### config.mk
export PLATFORM = sky130hd
export DESIGN_NAME = mhcs_top
export DESIGN_NICKNAME = d
export VERILOG_FILES = /design/src/inc/mhcs_pkg.sv /design/src/design/mhcs_edge_detect.sv /design/src/design/mhcs_source_mux.sv /design/src/design/mhcs_top.sv
export SDC_FILE = /design/constraint.sdc
export NUM_CORES = 1
export LEC_CHECK = 0
export ABC_CLOCK_PERIOD_IN_PS = 2570
export BUFFER_PORTS_ARGS = -buffer_cell sky130_fd_sc_hd__buf_2
export CAP_MARGIN = 25
export CELL_PAD_IN_SITES_DETAIL_PLACEMENT = 0
export CELL_PAD_IN_SITES_GLOBAL_PLACEMENT = 2
export CORE_MARGIN = 3
export CORE_UTILIZATION = 25
export DETAILED_ROUTE_END_ITERATION = 8
export GPL_TIMING_DRIVEN = 0
export PLACE_DENSITY_LB_ADDON = 0.2
export SLEW_MARGIN = 20
export SYNTH_ARGS = -nofsm -noshare
export SYNTH_HDL_FRONTEND = slang
export SYNTH_SLANG_ARGS = --single-unit
export TNS_END_PERCENT = 50
### constraint.sdc
create_clock -name aclk -period 2.57 [get_ports aclk]
set_input_delay 0.1285 -clock aclk [delete_from_list [all_inputs] [get_ports aclk]]
set_output_delay 0.1285 -clock aclk [all_outputs]
set_load 0.01 [all_outputs]
### src/inc/mhcs_pkg.sv
// Package with offsets, field layouts, reset values and source codes of the high-carrier select
package mhcs_pkg;
   // ==========================================================
   // Register map (byte addresses on the AXI4-Lite slave)
   localparam logic [3:0] MHCS_CTRL_OFFSET = 4'h0; // High-carrier control word
   localparam logic [3:0] MHCS_STAT_OFFSET = 4'h4; // Live status word
   // ==========================================================
   // Control field positions
   localparam int MHCS_ODIS_BIT = 7; // Pin output disable
   localparam int MHCS_POL_BIT = 6; // Carrier invert
   localparam int MHCS_SYNC_BIT = 5; // Falling-edge sync enable
   localparam logic [7:0] MHCS_CTRL_WMASK = 8'hEF; // Bit 4 reads zero
   localparam logic [7:0] MHCS_CTRL_RESET = 8'h00; // Control after reset
   // ==========================================================
   // Source codes
   localparam logic [3:0] MHCS_SRC_NONE = 4'h0; // Nothing routed
   localparam logic [3:0] MHCS_SRC_PIN1 = 4'h1; // First carrier pin
   localparam logic [3:0] MHCS_SRC_PIN2 = 4'h2; // Second carrier pin
   localparam logic [3:0] MHCS_SRC_REFCLK = 4'h3; // Reference clock output
   localparam logic [3:0] MHCS_SRC_PWM1 = 4'h4; // First unit
   localparam logic [3:0] MHCS_SRC_PWM2 = 4'h5; // Second unit
   localparam logic [3:0] MHCS_SRC_PWM3 = 4'h6; // Third unit
   localparam logic [3:0] MHCS_SRC_PWM4 = 4'h7; // Fourth unit
   localparam int MHCS_NUM_SRC = 8; // Codes 0..7 are wired
   // ==========================================================
   // AXI responses
   localparam logic [1:0] MHCS_RESP_OKAY = 2'h0; // Normal answer
   localparam logic [1:0] MHCS_RESP_SLVERR = 2'h2; // Unmapped address
endpackage

### src/design/mhcs_edge_detect.sv
// Falling-edge detector for the active carrier
`timescale 1ns/1ps
module mhcs_edge_detect (
   input wire logic aclk, // System clock
   input wire logic aresetn, // Synchronous reset, low
   input wire logic sig, // Conditioned carrier
   output logic fall // One-cycle falling-edge pulse
);
   // ==========================================================
   // State
   typedef struct packed {
      logic last; // Carrier last cycle
   } mhcs_ed_state_type;
   mhcs_ed_state_type state_reg, state_next;
   // Next state
   always_comb begin
      state_next = state_reg;
      state_next.last = sig;
   end
   // Register
   always_ff @(posedge aclk) begin
      if (!aresetn) begin
         state_reg <= '0;
      end else begin
         state_reg <= state_next;
      end
   end
   assign fall = state_reg.last & ~sig;
endmodule // mhcs_edge_detect

### src/design/mhcs_source_mux.sv
// Carrier source multiplexer of the high-carrier select
`timescale 1ns/1ps
module mhcs_source_mux
   import mhcs_pkg::*;
#(
   parameter int NUM_SRC = MHCS_NUM_SRC
) (
   input wire logic [NUM_SRC-1:0] src_in, // Candidate carriers by code
   input wire logic [3:0] sel, // Source code
   output logic carrier // Selected carrier
);
   // ==========================================================
   // Selection, reserved codes give a low carrier
   always_comb begin
      carrier = 1'b0;
      if (sel < 4'(NUM_SRC)) begin
         carrier = src_in[sel[2:0]];
      end
   end
endmodule // mhcs_source_mux

### src/design/mhcs_top.sv
// High-carrier selection, conditioning and AXI4-Lite control of the modulator
//
// The AXI4-Lite interface to the registers and the register addresses were chosen for this implementation.
`timescale 1ns/1ps
module mhcs_top
   import mhcs_pkg::*;
(
   input wire logic aclk, // System clock
   input wire logic aresetn, // Synchronous reset, low
   input wire logic [3:0] s_axi_awaddr, // Write address
   input wire logic s_axi_awvalid, // Write address valid
   output logic s_axi_awready, // Write address ready
   input wire logic [31:0] s_axi_wdata, // Write data
   input wire logic [3:0] s_axi_wstrb, // Write strobes
   input wire logic s_axi_wvalid, // Write data valid
   output logic s_axi_wready, // Write data ready
   output logic [1:0] s_axi_bresp, // Write response
   output logic s_axi_bvalid, // Write response valid
   input wire logic s_axi_bready, // Write response ready
   input wire logic [3:0] s_axi_araddr, // Read address
   input wire logic s_axi_arvalid, // Read address valid
   output logic s_axi_arready, // Read address ready
   output logic [31:0] s_axi_rdata, // Read data
   output logic [1:0] s_axi_rresp, // Read response
   output logic s_axi_rvalid, // Read valid
   input wire logic s_axi_rready, // Read ready
   input wire logic carrier_pin1, // First carrier port pin
   input wire logic carrier_pin2, // Second carrier port pin
   input wire logic reference_clock_output, // Reference clock signal
   input wire logic capture_pwm_unit_one, // PWM unit one output
   input wire logic capture_pwm_unit_two, // PWM unit two output
   input wire logic capture_pwm_unit_three, // PWM unit three output
   input wire logic capture_pwm_unit_four, // PWM unit four output
   input wire logic switch_request, // Modulation source wants high carrier
   output logic high_carrier, // Conditioned selected carrier
   output logic high_carrier_active, // Output now uses high carrier
   output logic high_carrier_pin_output_disable // Pin driver disable
);
   // ==========================================================
   // State
   typedef struct packed {
      logic [7:0] ctrl; // Control register
      logic aw_held; // Address captured
      logic [3:0] aw_addr; // Captured write address
      logic w_held; // Data captured
      logic [7:0] w_data; // Captured write byte
      logic w_strb; // Captured lane 0 strobe
      logic bvalid; // Write response pending
      logic [1:0] bresp; // Write response code
      logic rvalid; // Read data pending
      logic [1:0] rresp; // Read response code
      logic [31:0] rdata; // Read data
      logic active; // Switched to high carrier
      logic carrier; // Registered carrier
   } mhcs_state_type;
   mhcs_state_type state_reg, state_next;
   logic [MHCS_NUM_SRC-1:0] src_vec; // Sources by code
   logic raw_carrier; // Mux output
   logic cond_carrier; // After polarity
   logic carrier_fall; // Falling edge pulse
   logic [3:0] code; // Source code field
   // ==========================================================
   // Source routing
   assign code = state_reg.ctrl[3:0];
   // Bit n carries code n; code 0 routes nothing and stays low
   assign src_vec = {capture_pwm_unit_four, capture_pwm_unit_three,
                     capture_pwm_unit_two, capture_pwm_unit_one,
                     reference_clock_output, carrier_pin2, carrier_pin1, 1'b0};
   mhcs_source_mux #(
      .NUM_SRC(MHCS_NUM_SRC)
   ) u_mux (
      .src_in(src_vec),
      .sel(code),
      .carrier(raw_carrier)
   );
   // Polarity
   assign cond_carrier = raw_carrier ^ state_reg.ctrl[MHCS_POL_BIT];
   mhcs_edge_detect u_edge (
      .aclk(aclk),
      .aresetn(aresetn),
      .sig(cond_carrier),
      .fall(carrier_fall)
   );
   // ==========================================================
   // Next state
   always_comb begin
      state_next = state_reg;
      state_next.carrier = cond_carrier;
      // Switch handling
      if (!switch_request) begin
         state_next.active = 1'b0;
      end else if (!state_reg.ctrl[MHCS_SYNC_BIT]) begin
         state_next.active = 1'b1;
      end else if (carrier_fall) begin
         state_next.active = 1'b1;
      end
      // Write channels
      if (s_axi_awvalid && !state_reg.aw_held) begin
         state_next.aw_held = 1'b1;
         state_next.aw_addr = s_axi_awaddr;
      end
      if (s_axi_wvalid && !state_reg.w_held) begin
         state_next.w_held = 1'b1;
         state_next.w_data = s_axi_wdata[7:0];
         state_next.w_strb = s_axi_wstrb[0];
      end
      // Commit write once both halves held and no response pending
      if (state_reg.aw_held && state_reg.w_held && !state_reg.bvalid) begin
         state_next.aw_held = 1'b0;
         state_next.w_held = 1'b0;
         state_next.bvalid = 1'b1;
         if (state_reg.aw_addr == MHCS_CTRL_OFFSET) begin
            state_next.bresp = MHCS_RESP_OKAY;
            if (state_reg.w_strb) begin
               state_next.ctrl = state_reg.w_data & MHCS_CTRL_WMASK;
            end
         end else if (state_reg.aw_addr == MHCS_STAT_OFFSET) begin
            state_next.bresp = MHCS_RESP_OKAY; // Read-only, write ignored
         end else begin
            state_next.bresp = MHCS_RESP_SLVERR;
         end
      end
      if (state_reg.bvalid && s_axi_bready) begin
         state_next.bvalid = 1'b0;
      end
      // Read channel
      if (s_axi_arvalid && !state_reg.rvalid) begin
         state_next.rvalid = 1'b1;
         state_next.rresp = MHCS_RESP_OKAY;
         unique case (s_axi_araddr)
            MHCS_CTRL_OFFSET: begin
               state_next.rdata = {24'h000000, state_reg.ctrl};
            end
            MHCS_STAT_OFFSET: begin
               state_next.rdata = {29'h00000000, raw_carrier, state_reg.carrier,
                                   state_reg.active};
            end
            default: begin
               state_next.rdata = 32'h00000000;
               state_next.rresp = MHCS_RESP_SLVERR;
            end
         endcase
      end else if (state_reg.rvalid && s_axi_rready) begin
         state_next.rvalid = 1'b0;
      end
   end
   // Register
   always_ff @(posedge aclk) begin
      if (!aresetn) begin
         state_reg <= '0;
      end else begin
         state_reg <= state_next;
      end
   end
   // ==========================================================
   // Outputs
   assign s_axi_awready = !state_reg.aw_held;
   assign s_axi_wready = !state_reg.w_held;
   assign s_axi_bvalid = state_reg.bvalid;
   assign s_axi_bresp = state_reg.bresp;
   assign s_axi_arready = !state_reg.rvalid;
   assign s_axi_rvalid = state_reg.rvalid;
   assign s_axi_rresp = state_reg.rresp;
   assign s_axi_rdata = state_reg.rdata;
   assign high_carrier = state_reg.carrier;
   assign high_carrier_active = state_reg.active;
   assign high_carrier_pin_output_disable = state_reg.ctrl[MHCS_ODIS_BIT];
endmodule // mhcs_top

==> run summary, run 1 <==
Status: finished clean
RePlAce Congestion: 0.713
Vias in the first global route: 1281
Clk sinks: 34
Worst Hold End: state_reg[54]
Mapped Cells: 180
Synth top area share: 39.7%
Chip Width: 88.8 um
Crit Path Max Fanout: 5
Leak: 1.11 nW
Unrepaired setup endpoints after global routing: no
Total power: 1.12 mW
Met2 WL: 1680 um
Post-CTS Repair Setup Buffers: 0
# hold bufs at CTS: 0
WS Path Type: flip-flop to flip-flop
Worst slew margin: 56.1%
CTS tree: done
Min Tclk post-route: 1.85 ns
Critical path's largest stage delay: 0.61 ns
CP endpoint kind: flip-flop
Net count, final: 317
Total CTS buffers: 5
Final Skew: 0.00435 ns
Synthesis-stage register bit count: 34
DR iter-0 viols: 42
Port bufs: 45
Final period utilization: 72.1%
Peak supply drop: 0.200 mV
Vias per cell: 3.92
TNS Setup: 0 ns
Pwr per Cell Area: 504 mW/mm2
Worst r2r path cells: 4
Final hold vios: 0
Num rows: 29
Worst R2R End: s_axi_rdata[2]
Hold WS: 0.0683 ns
Fin cells: 336
Final ANT Viol Nets: 0
Largest cells by area after synthesis: dfxtp_1 40%, buf_4 16%, mux2i_1 12%, nor2b_1 11%, a22oi_1 1.8%
Worst hold path class: primary input to flip-flop
Cell variety after synth: 34
Reg area: 681 um2
Routed WL: 3780 um
Die Y: 88.8 um
Routed length on met1: 1760 um
First-pass GRT wire length: 5980 um
Multi-input gate area: 810 um2
Top Metal Used: met4
Initial Utilization: 26.4%
Pins over their slew limit: 0
Sequential element share of the synthesized area: 39.7%
Layout cell share with drive strength beyond 1: 35.1%
Pin count of the biggest net entering global routing: 11
Predominant post-synthesis flop cell: dfxtp_1
Worst-case clock buffer depth: 2
R2R setup slack: 0.72 ns
CTS H-Tree Depth: 2
Post-synth ARST share: 0%
Met3 wire len: 273 um
# diodes: 0
Pre-CTS setup slack: 0.691 ns
Grt total ovfl: 0
Most common cell in the synthesized netlist: buf_4
Antenna violations before repair: 0
I/O Pins: 103
Skew-Pair Late Insertion Delay: 0.28 ns
Tot GR Track Use: 10.1%
CTS resizes: 0
Max reg flops: 16
DRC viols: 0
CP max-delay cell: a221oi_1
CP startpoint kind: flip-flop
MaxCap Viol Count: 0
Fmax: 0.540 GHz
Netlist Area Pre-Place: 0.00171 mm2
Placed insts: 328
Critical path arrival: 2.03 ns
Via count: 1316
Hold depth: 3
WP data required: 2.74 ns
CP Cell Sequence: mux2_2 -> a221oi_1 -> nor4_1 -> a32o_1
Avg Cell Area, Syn: 9.52 um2
Fill count: 708
Count of final setup violators: 0
Hold path startpoint: s_axi_awvalid
Root buffer cell: clkbuf_8
Synth area leader: dfxtp_1
Placed instance area: 0.00213 mm2
Warnings from Yosys: 0
Die ar.: 0.00788 mm2
Post-synth EDFFs: 0
Clk pin slew, worst setup/hold paths: 0.07 ns
Layout Area Growth over Synthesis: 29.8%
Total iterations of the first detailed-routing run: 4
Routed wire length per instance: 11.2 um
Crit Reg-Reg Startpoint: code[1]
Post-layout util: 34.2%
Most frequent cells after synthesis: 36 x buf_4, 34 x dfxtp_1, 29 x nor2b_1
Post-DP HPWL: 2950 um
Final Instance Area: 0.00222 mm2
Worst setup margin: 0.717 ns
Core box area: 0.00649 mm2
Least-Margin Pin Slew: 0.658 ns
final cells by class:
class / instances / share of cell area [%]
buffer: 45 / 13.7
clock buffer: 7 / 3.88
clock inverter: 1 / 0.225
inverter: 4 / 0.675
multi-input combinational: 123 / 36.4
sequential: 34 / 30.6
tap: 77 / 4.33
timing repair buffer: 45 / 10.1
power by group:
part	internal, mW	switching [mW]
clock	0.216	0.184
sequential	0.547	0.0120
combinational	0.0855	0.0760
total	0.848	0.272
metal layers:
layer / up-vias / track usage, %
met5: - / 0
met2: 48 / 15.2
met4: 0 / 4.95
met3: 5 / 3.17
li1: 699 / -
met1: 564 / 13.1
worst max-delay path by stage:
stage | from | slack, ns | endpoint
2_1_floorplan | code[1] | 1.01 | s_axi_rdata[2]
3_3_place_gp | code[1] | 0.66 | s_axi_rdata[2]
3_5_place_dp | code[1] | 0.69 | s_axi_rdata[2]
4_1_cts | code[1] | 0.67 | s_axi_rdata[2]
5_1_grt | code[1] | 0.52 | s_axi_rdata[2]
6_report | code[1] | 0.72 | s_axi_rdata[2]
kinds of logic after synthesis:
| kind of cell | synth area share [%] |
|---|---|
| AO/OA/AOI/OAI | 7.45 |
| multiplexers | 14.5 |
| AND/OR/NAND/NOR | 19.4 |
| flip-flops | 39.7 |
| other | 0.219 |
| buffers and inverters | 18.7 |
cell usage in the layout (no fill, tap or decap), drive strengths merged:
master,synthesis,final
nand2b,3,3
o31ai,1,1
and3b,1,1
nor4,1,1
or3,1,1
and4b,1,1
nand2,4,4
clkinv,0,1
mux2,1,1
inv,4,4
mux2i,21,21
a32o,1,1
nor2,6,6
nor2b,29,29
a21oi,2,2
a22oi,4,4
conb,1,27
buf,37,82
nand3,1,1
or4,2,2
mux4,1,1
a221oi,1,1
o211a,2,2
nor3,4,4
o21a,1,1
clkbuf,8,15
nand4b,1,1
and2b,1,1
a21boi,1,1
o21ai,2,2
nand4,1,1
a32oi,1,1
o211ai,1,1
dfxtp,34,34
critical path: cells and delay by family, from the launching register on:
kind,cells,cell delay [ns]
AOI/OAI and AO/OA,2,0.83
DFF,1,0.43
muxes,1,0.36
and+or+nand+nor,1,0.13
Power figures use the tool's default switching activity.
==> run 2, diff against run 1 <==
ABC_AREA = 1   (was not set)
ABC_CLOCK_PERIOD_IN_PS = 1550   (was 2570)
CORE_UTILIZATION = 19   (was 25)
clock period = 1.55 ns   (was 2.57 ns; I/O delays follow)
==> run 2 against run 1 <==
Worst setup slack worse by 0.44 ns. Sequential cell count unchanged. Cell area shrank 0.96%. Non-clock buffer count down 4. Synthesized cell count rose by 21%. Combinational power is 85% higher.
==> run summary, run 2 <==
Core box area: 0.00830 mm2
# hold bufs at CTS: 0
Port bufs: 47
Critical path's largest stage delay: 0.40 ns
Most common cell in the synthesized netlist: nor2_1
CTS tree: done
WP data required: 1.72 ns
Power share of the clock group: 35.1%
Count of final setup violators: 0
P_int: 1.42 mW
CP delay by family, top: simple AND/OR/NAND/NOR gates
Buf/Inv on CP: 1
Final ANT Viol Nets: 0
RePlAce Congestion: 0.662
Comb pwr share: 15.5%
Warnings from Yosys: 0
Routed wire length per instance: 9.80 um
CTS H-Tree Depth: 2
Critical path arrival: 1.44 ns
Worst hold path class: primary input to flip-flop
Post-layout util: 26.5%
Worst-case clock buffer depth: 2
Num rows: 33
Final hold vios: 0
Grt total ovfl: 0
Total CTS buffers: 5
Post-DP HPWL: 3210 um
CP Cell Sequence: nor2_1 -> inv_2 -> o21ai_0 -> a21oi_1
# diodes: 0
Tot GR Track Use: 8.45%
Chip Width: 99.1 um
Post-synth EDFFs: 0
Switching Share: 26.2%
Synth top area share: 41.3%
Final Skew: 0.00304 ns
Initial Utilization: 19.8%
Pwr per Cell Area: 872 mW/mm2
Fmax: 0.786 GHz
Cell variety after synth: 24
Largest cells by area after synthesis: dfxtp_1 41%, buf_4 16%, nor2_1 10%, o21ai_0 6.1%, inv_1 5.0%
Clk sinks: 34
Reg power frac: 49.4%
R2R setup slack: 0.28 ns
Avg Cell Area, Syn: 7.55 um2
Final period utilization: 82.1%
Most common cell after layout, fill and taps aside: buf_2
Layout Area Growth over Synthesis: 33.7%
Netlist Area Pre-Place: 0.00165 mm2
Pins over their slew limit: 0
Routed WL: 3960 um
Synthesis-stage register bit count: 34
Pin count of the biggest net entering global routing: 11
Total iterations of the first detailed-routing run: 4
Status: finished clean
MaxCap Viol Count: 0
Leak: 1.13 nW
CP startpoint kind: flip-flop
Vias in the first global route: 1432
Mapped Cells: 218
Layout cell share with drive strength beyond 1: 33.4%
Min Tclk post-route: 1.27 ns
I/O Pins: 103
TNS Setup: 0 ns
Skew-Pair Late Insertion Delay: 0.28 ns
Sequential element share of the synthesized area: 41.3%
Peak supply drop: 0.227 mV
First-pass GRT wire length: 6670 um
Predominant post-synthesis flop cell: dfxtp_1
Post-synth ARST share: 0%
Net count, final: 357
Hold WS: 0.0193 ns
CP endpoint kind: flip-flop
Antenna violations before repair: 0
CTS resizes: 0
Net switching power: 0.503 mW
Max reg flops: 16
DRC viols: 0
Root buffer cell: clkbuf_8
Vias per cell: 3.64
Synth area leader: dfxtp_1
Crit Path Max Fanout: 9
Die ar.: 0.00982 mm2
Most frequent cells in the layout: 47 x buf_2, 44 x nor2_1, 36 x buf_4
Unrepaired setup endpoints after global routing: no
Die Y: 99.1 um
DR iter-0 viols: 37
Via count: 1470
Most frequent cells after synthesis: 44 x nor2_1, 36 x buf_4, 34 x dfxtp_1
WS Path Type: flip-flop to flip-flop
Clk pin slew, worst setup/hold paths: 0.07 ns
Post-CTS Repair Setup Buffers: 0
CP max-delay cell: nor2_1
run 2: area by class of cell:
| cell class | count | area, um2 |
|---|---|---|
| flip-flops and latches | 34 | 681 |
| plain buffers | 39 | 289 |
| fillers | 942 | 6100 |
| clock inverters | 1 | 5.00 |
| clock buffers | 7 | 86.3 |
| repair buffers | 47 | 235 |
| well taps | 105 | 131 |
| multi-input cells | 145 | 677 |
| inverters | 26 | 97.6 |
run 2: cells by family after synthesis:
| group | after synthesis | share of synthesized area, % |
|---|---|---|
| flops | 34 | 41.3 |
| buf+inv | 65 | 23.5 |
| compound gates | 44 | 15.5 |
| other cells | 1 | 0.228 |
| simple gates | 74 | 19.5 |
run 2: layer usage:
metal	part of all wire [%]	GRT usage (%)
met3	9.0	3.37
met1	45	10.3
met2	44	13.4
met4	1.2	3.15
met5	0	0
run 2: final timing paths:
check,startpoint,endpoint,cells past startpoint
setup / recovery,state_reg[49],state_reg[40],4
hold / removal,s_axi_awaddr[0],state_reg[50],3
setup reg to reg,state_reg[49],state_reg[40],4
hold reg to reg,state_reg[48],high_carrier_pin_output_disable,2
run 2: stage by stage:
| step | power, mW | cell area, um2 | setup slack [ns] | cells |
|---|---|---|---|---|
| floorplan | 1.17 | 1740 | 0.420 | 244 |
| global placement | 1.27 | 2110 | 0.236 | 396 |
| detailed placement | 1.27 | 2110 | 0.216 | 396 |
| CTS | 1.96 | 2200 | 0.206 | 404 |
| global route | 2.04 | 2200 | 0.0997 | 404 |
| finish | 1.92 | 2200 | 0.278 | 404 |
run 2: power groups by stage:
stage / clock network, mW / registers (mW) / logic, mW
after floorplan: 0 / 0.964 / 0.211
after global placement: 0 / 0.969 / 0.301
after detailed placement: 0 / 0.968 / 0.302
after CTS: 0.709 / 0.948 / 0.303
after global routing: 0.737 / 0.954 / 0.345
final: 0.673 / 0.948 / 0.298
run 2: worst register-to-register path: stages (launching register included):
cell and delay [ns]:
dfxtp_1 0.36, nor2_1 0.40, inv_2 0.17, o21ai_0 0.19, a21oi_1 0.05
==> run 3, diff against run 2 <==
ABC_AREA = 0   (was 1)
ABC_CLOCK_PERIOD_IN_PS = 1050   (was 1550)
CORE_UTILIZATION = 21   (was 19)
clock period = 1.05 ns   (was 1.55 ns; I/O delays follow)
==> run 3 against run 2 <==
The run now ends with setup timing left. Cell area rose by 13%. Sequential power rose by 45%. Sequential share of layout area down 2.8 points. Critical path type unchanged. Largest cell class is now multi-input combinational cells.
==> run summary, run 3 (synthesis gave the netlist of run 1 again) <==
Status: finished, violations left
Failing checks: setup timing
Unrepaired setup endpoints after global routing: yes
Most common cell after layout, fill and taps aside: buf_2
Fmax: 0.695 GHz
Total power: 2.84 mW
Core box area: 0.00781 mm2
I/O Pins: 103
Clk sinks: 34
Final ANT Viol Nets: 0
Tot GR Track Use: 9.01%
Layout Area Growth over Synthesis: 45.0%
Layout cell share with drive strength beyond 1: 44.6%
Net count, final: 329
Pin count of the biggest net entering global routing: 11
Fin cells: 373
Die ar.: 0.00928 mm2
TNS Setup: -1.91 ns
Pins over their slew limit: 0
Routed wire length per instance: 10.8 um
Hold path startpoint: s_axi_wdata[5]
Crit Path Max Fanout: 5
Grt total ovfl: 0
Min Tclk post-route: 1.44 ns
Num rows: 32
Via count: 1385
Max reg flops: 16
CTS tree: done
Count of final setup violators: 10
Critical path arrival: 1.62 ns
RePlAce Congestion: 0.649
Final period utilization: 137%
Worst Hold End: state_reg[46]
Placed insts: 353
Chip Width: 96.3 um
Port bufs: 45
Clk pin slew, worst setup/hold paths: 0.07 ns
First-pass GRT wire length: 6200 um
Vias in the first global route: 1269
Worst setup margin: -0.389 ns
Worst slew margin: 65.0%
Pwr per Cell Area: 1150 mW/mm2
# diodes: 0
Most frequent cells in the layout: 45 x buf_2, 44 x buf_4, 28 x nor2b_1
DRC viols: 0
MaxCap Viol Count: 0
Crit Reg-Reg Startpoint: code[0]
Final Skew: 0.00704 ns
Final Instance Area: 0.00248 mm2
Worst r2r path cells: 4
WP data required: 1.23 ns
Worst hold path class: primary input to flip-flop
DR iter-0 viols: 36
CTS H-Tree Depth: 2
CP startpoint kind: flip-flop
Leak: 1.21 nW
Routed WL: 4040 um
Worst R2R End: s_axi_rdata[2]
Placed instance area: 0.00222 mm2
Total CTS buffers: 5
Die Y: 96.3 um
Worst-case clock buffer depth: 2
Final hold vios: 0
Initial Utilization: 21.9%
Vias per cell: 3.71
Peak supply drop: 0.388 mV
Antenna violations before repair: 0
WS Path Type: flip-flop to flip-flop
Post-DP HPWL: 3020 um
Total iterations of the first detailed-routing run: 4
R2R setup slack: -0.39 ns
Skew-Pair Late Insertion Delay: 0.29 ns
Least-Margin Pin Slew: 0.526 ns
CP endpoint kind: flip-flop
Hold depth: 3
Root buffer cell: clkbuf_8
==> run 3: per-stage QoR <==
step / utilization, % / hold slack, ns / setup slack, ns
2_1_floorplan: - / 0.168 / -0.336
3_3_place_gp: 28.4 / 0.274 / -0.453
3_5_place_dp: 28.4 / 0.282 / -0.468
4_1_cts: 31.1 / 0.0123 / -0.402
5_1_grt: 31.8 / 0.0227 / -0.445
6_report: 31.8 / 0.0189 / -0.389
==> run 3: repair_timing <==
item | CTS | global route
cloned | 0 | 0
gates resized for setup | 11 | 11
setup endpoints to repair | 27 | 29
hold buffers | 3 | 0
setup buffers | 7 | 2
hold endpoints to repair | 3 | 0
pin swaps | 3 | 7
==> run 3: cell type report <==
cell class,instances,area (um2)
Fill cell,827,5320
Clock buffer,7,86.3
Multi-Input combinational cell,123,886
Inverter,4,15.0
Timing Repair Buffer,57,330
Clock inverter,1,5.00
Tap cell,102,128
Buffer,45,337
Sequential cell,34,697
==> run 3: routing by layer <==
layer / GRT usage, % / vias to the layer above / wire length (um)
met5: 0 / - / 0
met4: 3.50 / 0 / 61
met3: 3.05 / 7 / 322
met2: 14.1 / 47 / 1790
met1: 11.3 / 605 / 1870
li1: - / 726 / -
==> run 3: worst max-delay path, cell delays in order (launching register included) <==
cell,delay (ns)
dfxtp_4,0.36
mux4_2,0.52
nor2b_4,0.17
nand2_1,0.07
a32o_1,0.21
==> run 3: how the worst max path moves through the flow <==
stage                 start          endpoint  slack [ns]  depth (start not counted)
CTS                 code[0]    s_axi_rdata[2]       -0.40                          4
finish              code[0]    s_axi_rdata[2]       -0.39                          4
floorplan           code[0]    s_axi_rdata[2]       -0.34                          4
detailed placement  code[1]    s_axi_rdata[2]       -0.47                          4
global route        code[0]  u_edge.state_reg       -0.45                          4
global placement    code[1]    s_axi_rdata[2]       -0.45                          4
==> run 3: power breakdown <==
| group | total (mW) | switching [mW] | internal, mW |
|---|---|---|---|
| combinational | 0.470 | 0.212 | 0.258 |
| clock | 1.01 | 0.479 | 0.529 |
| sequential | 1.37 | 0.0310 | 1.34 |
| total | 2.84 | 0.722 | 2.12 |
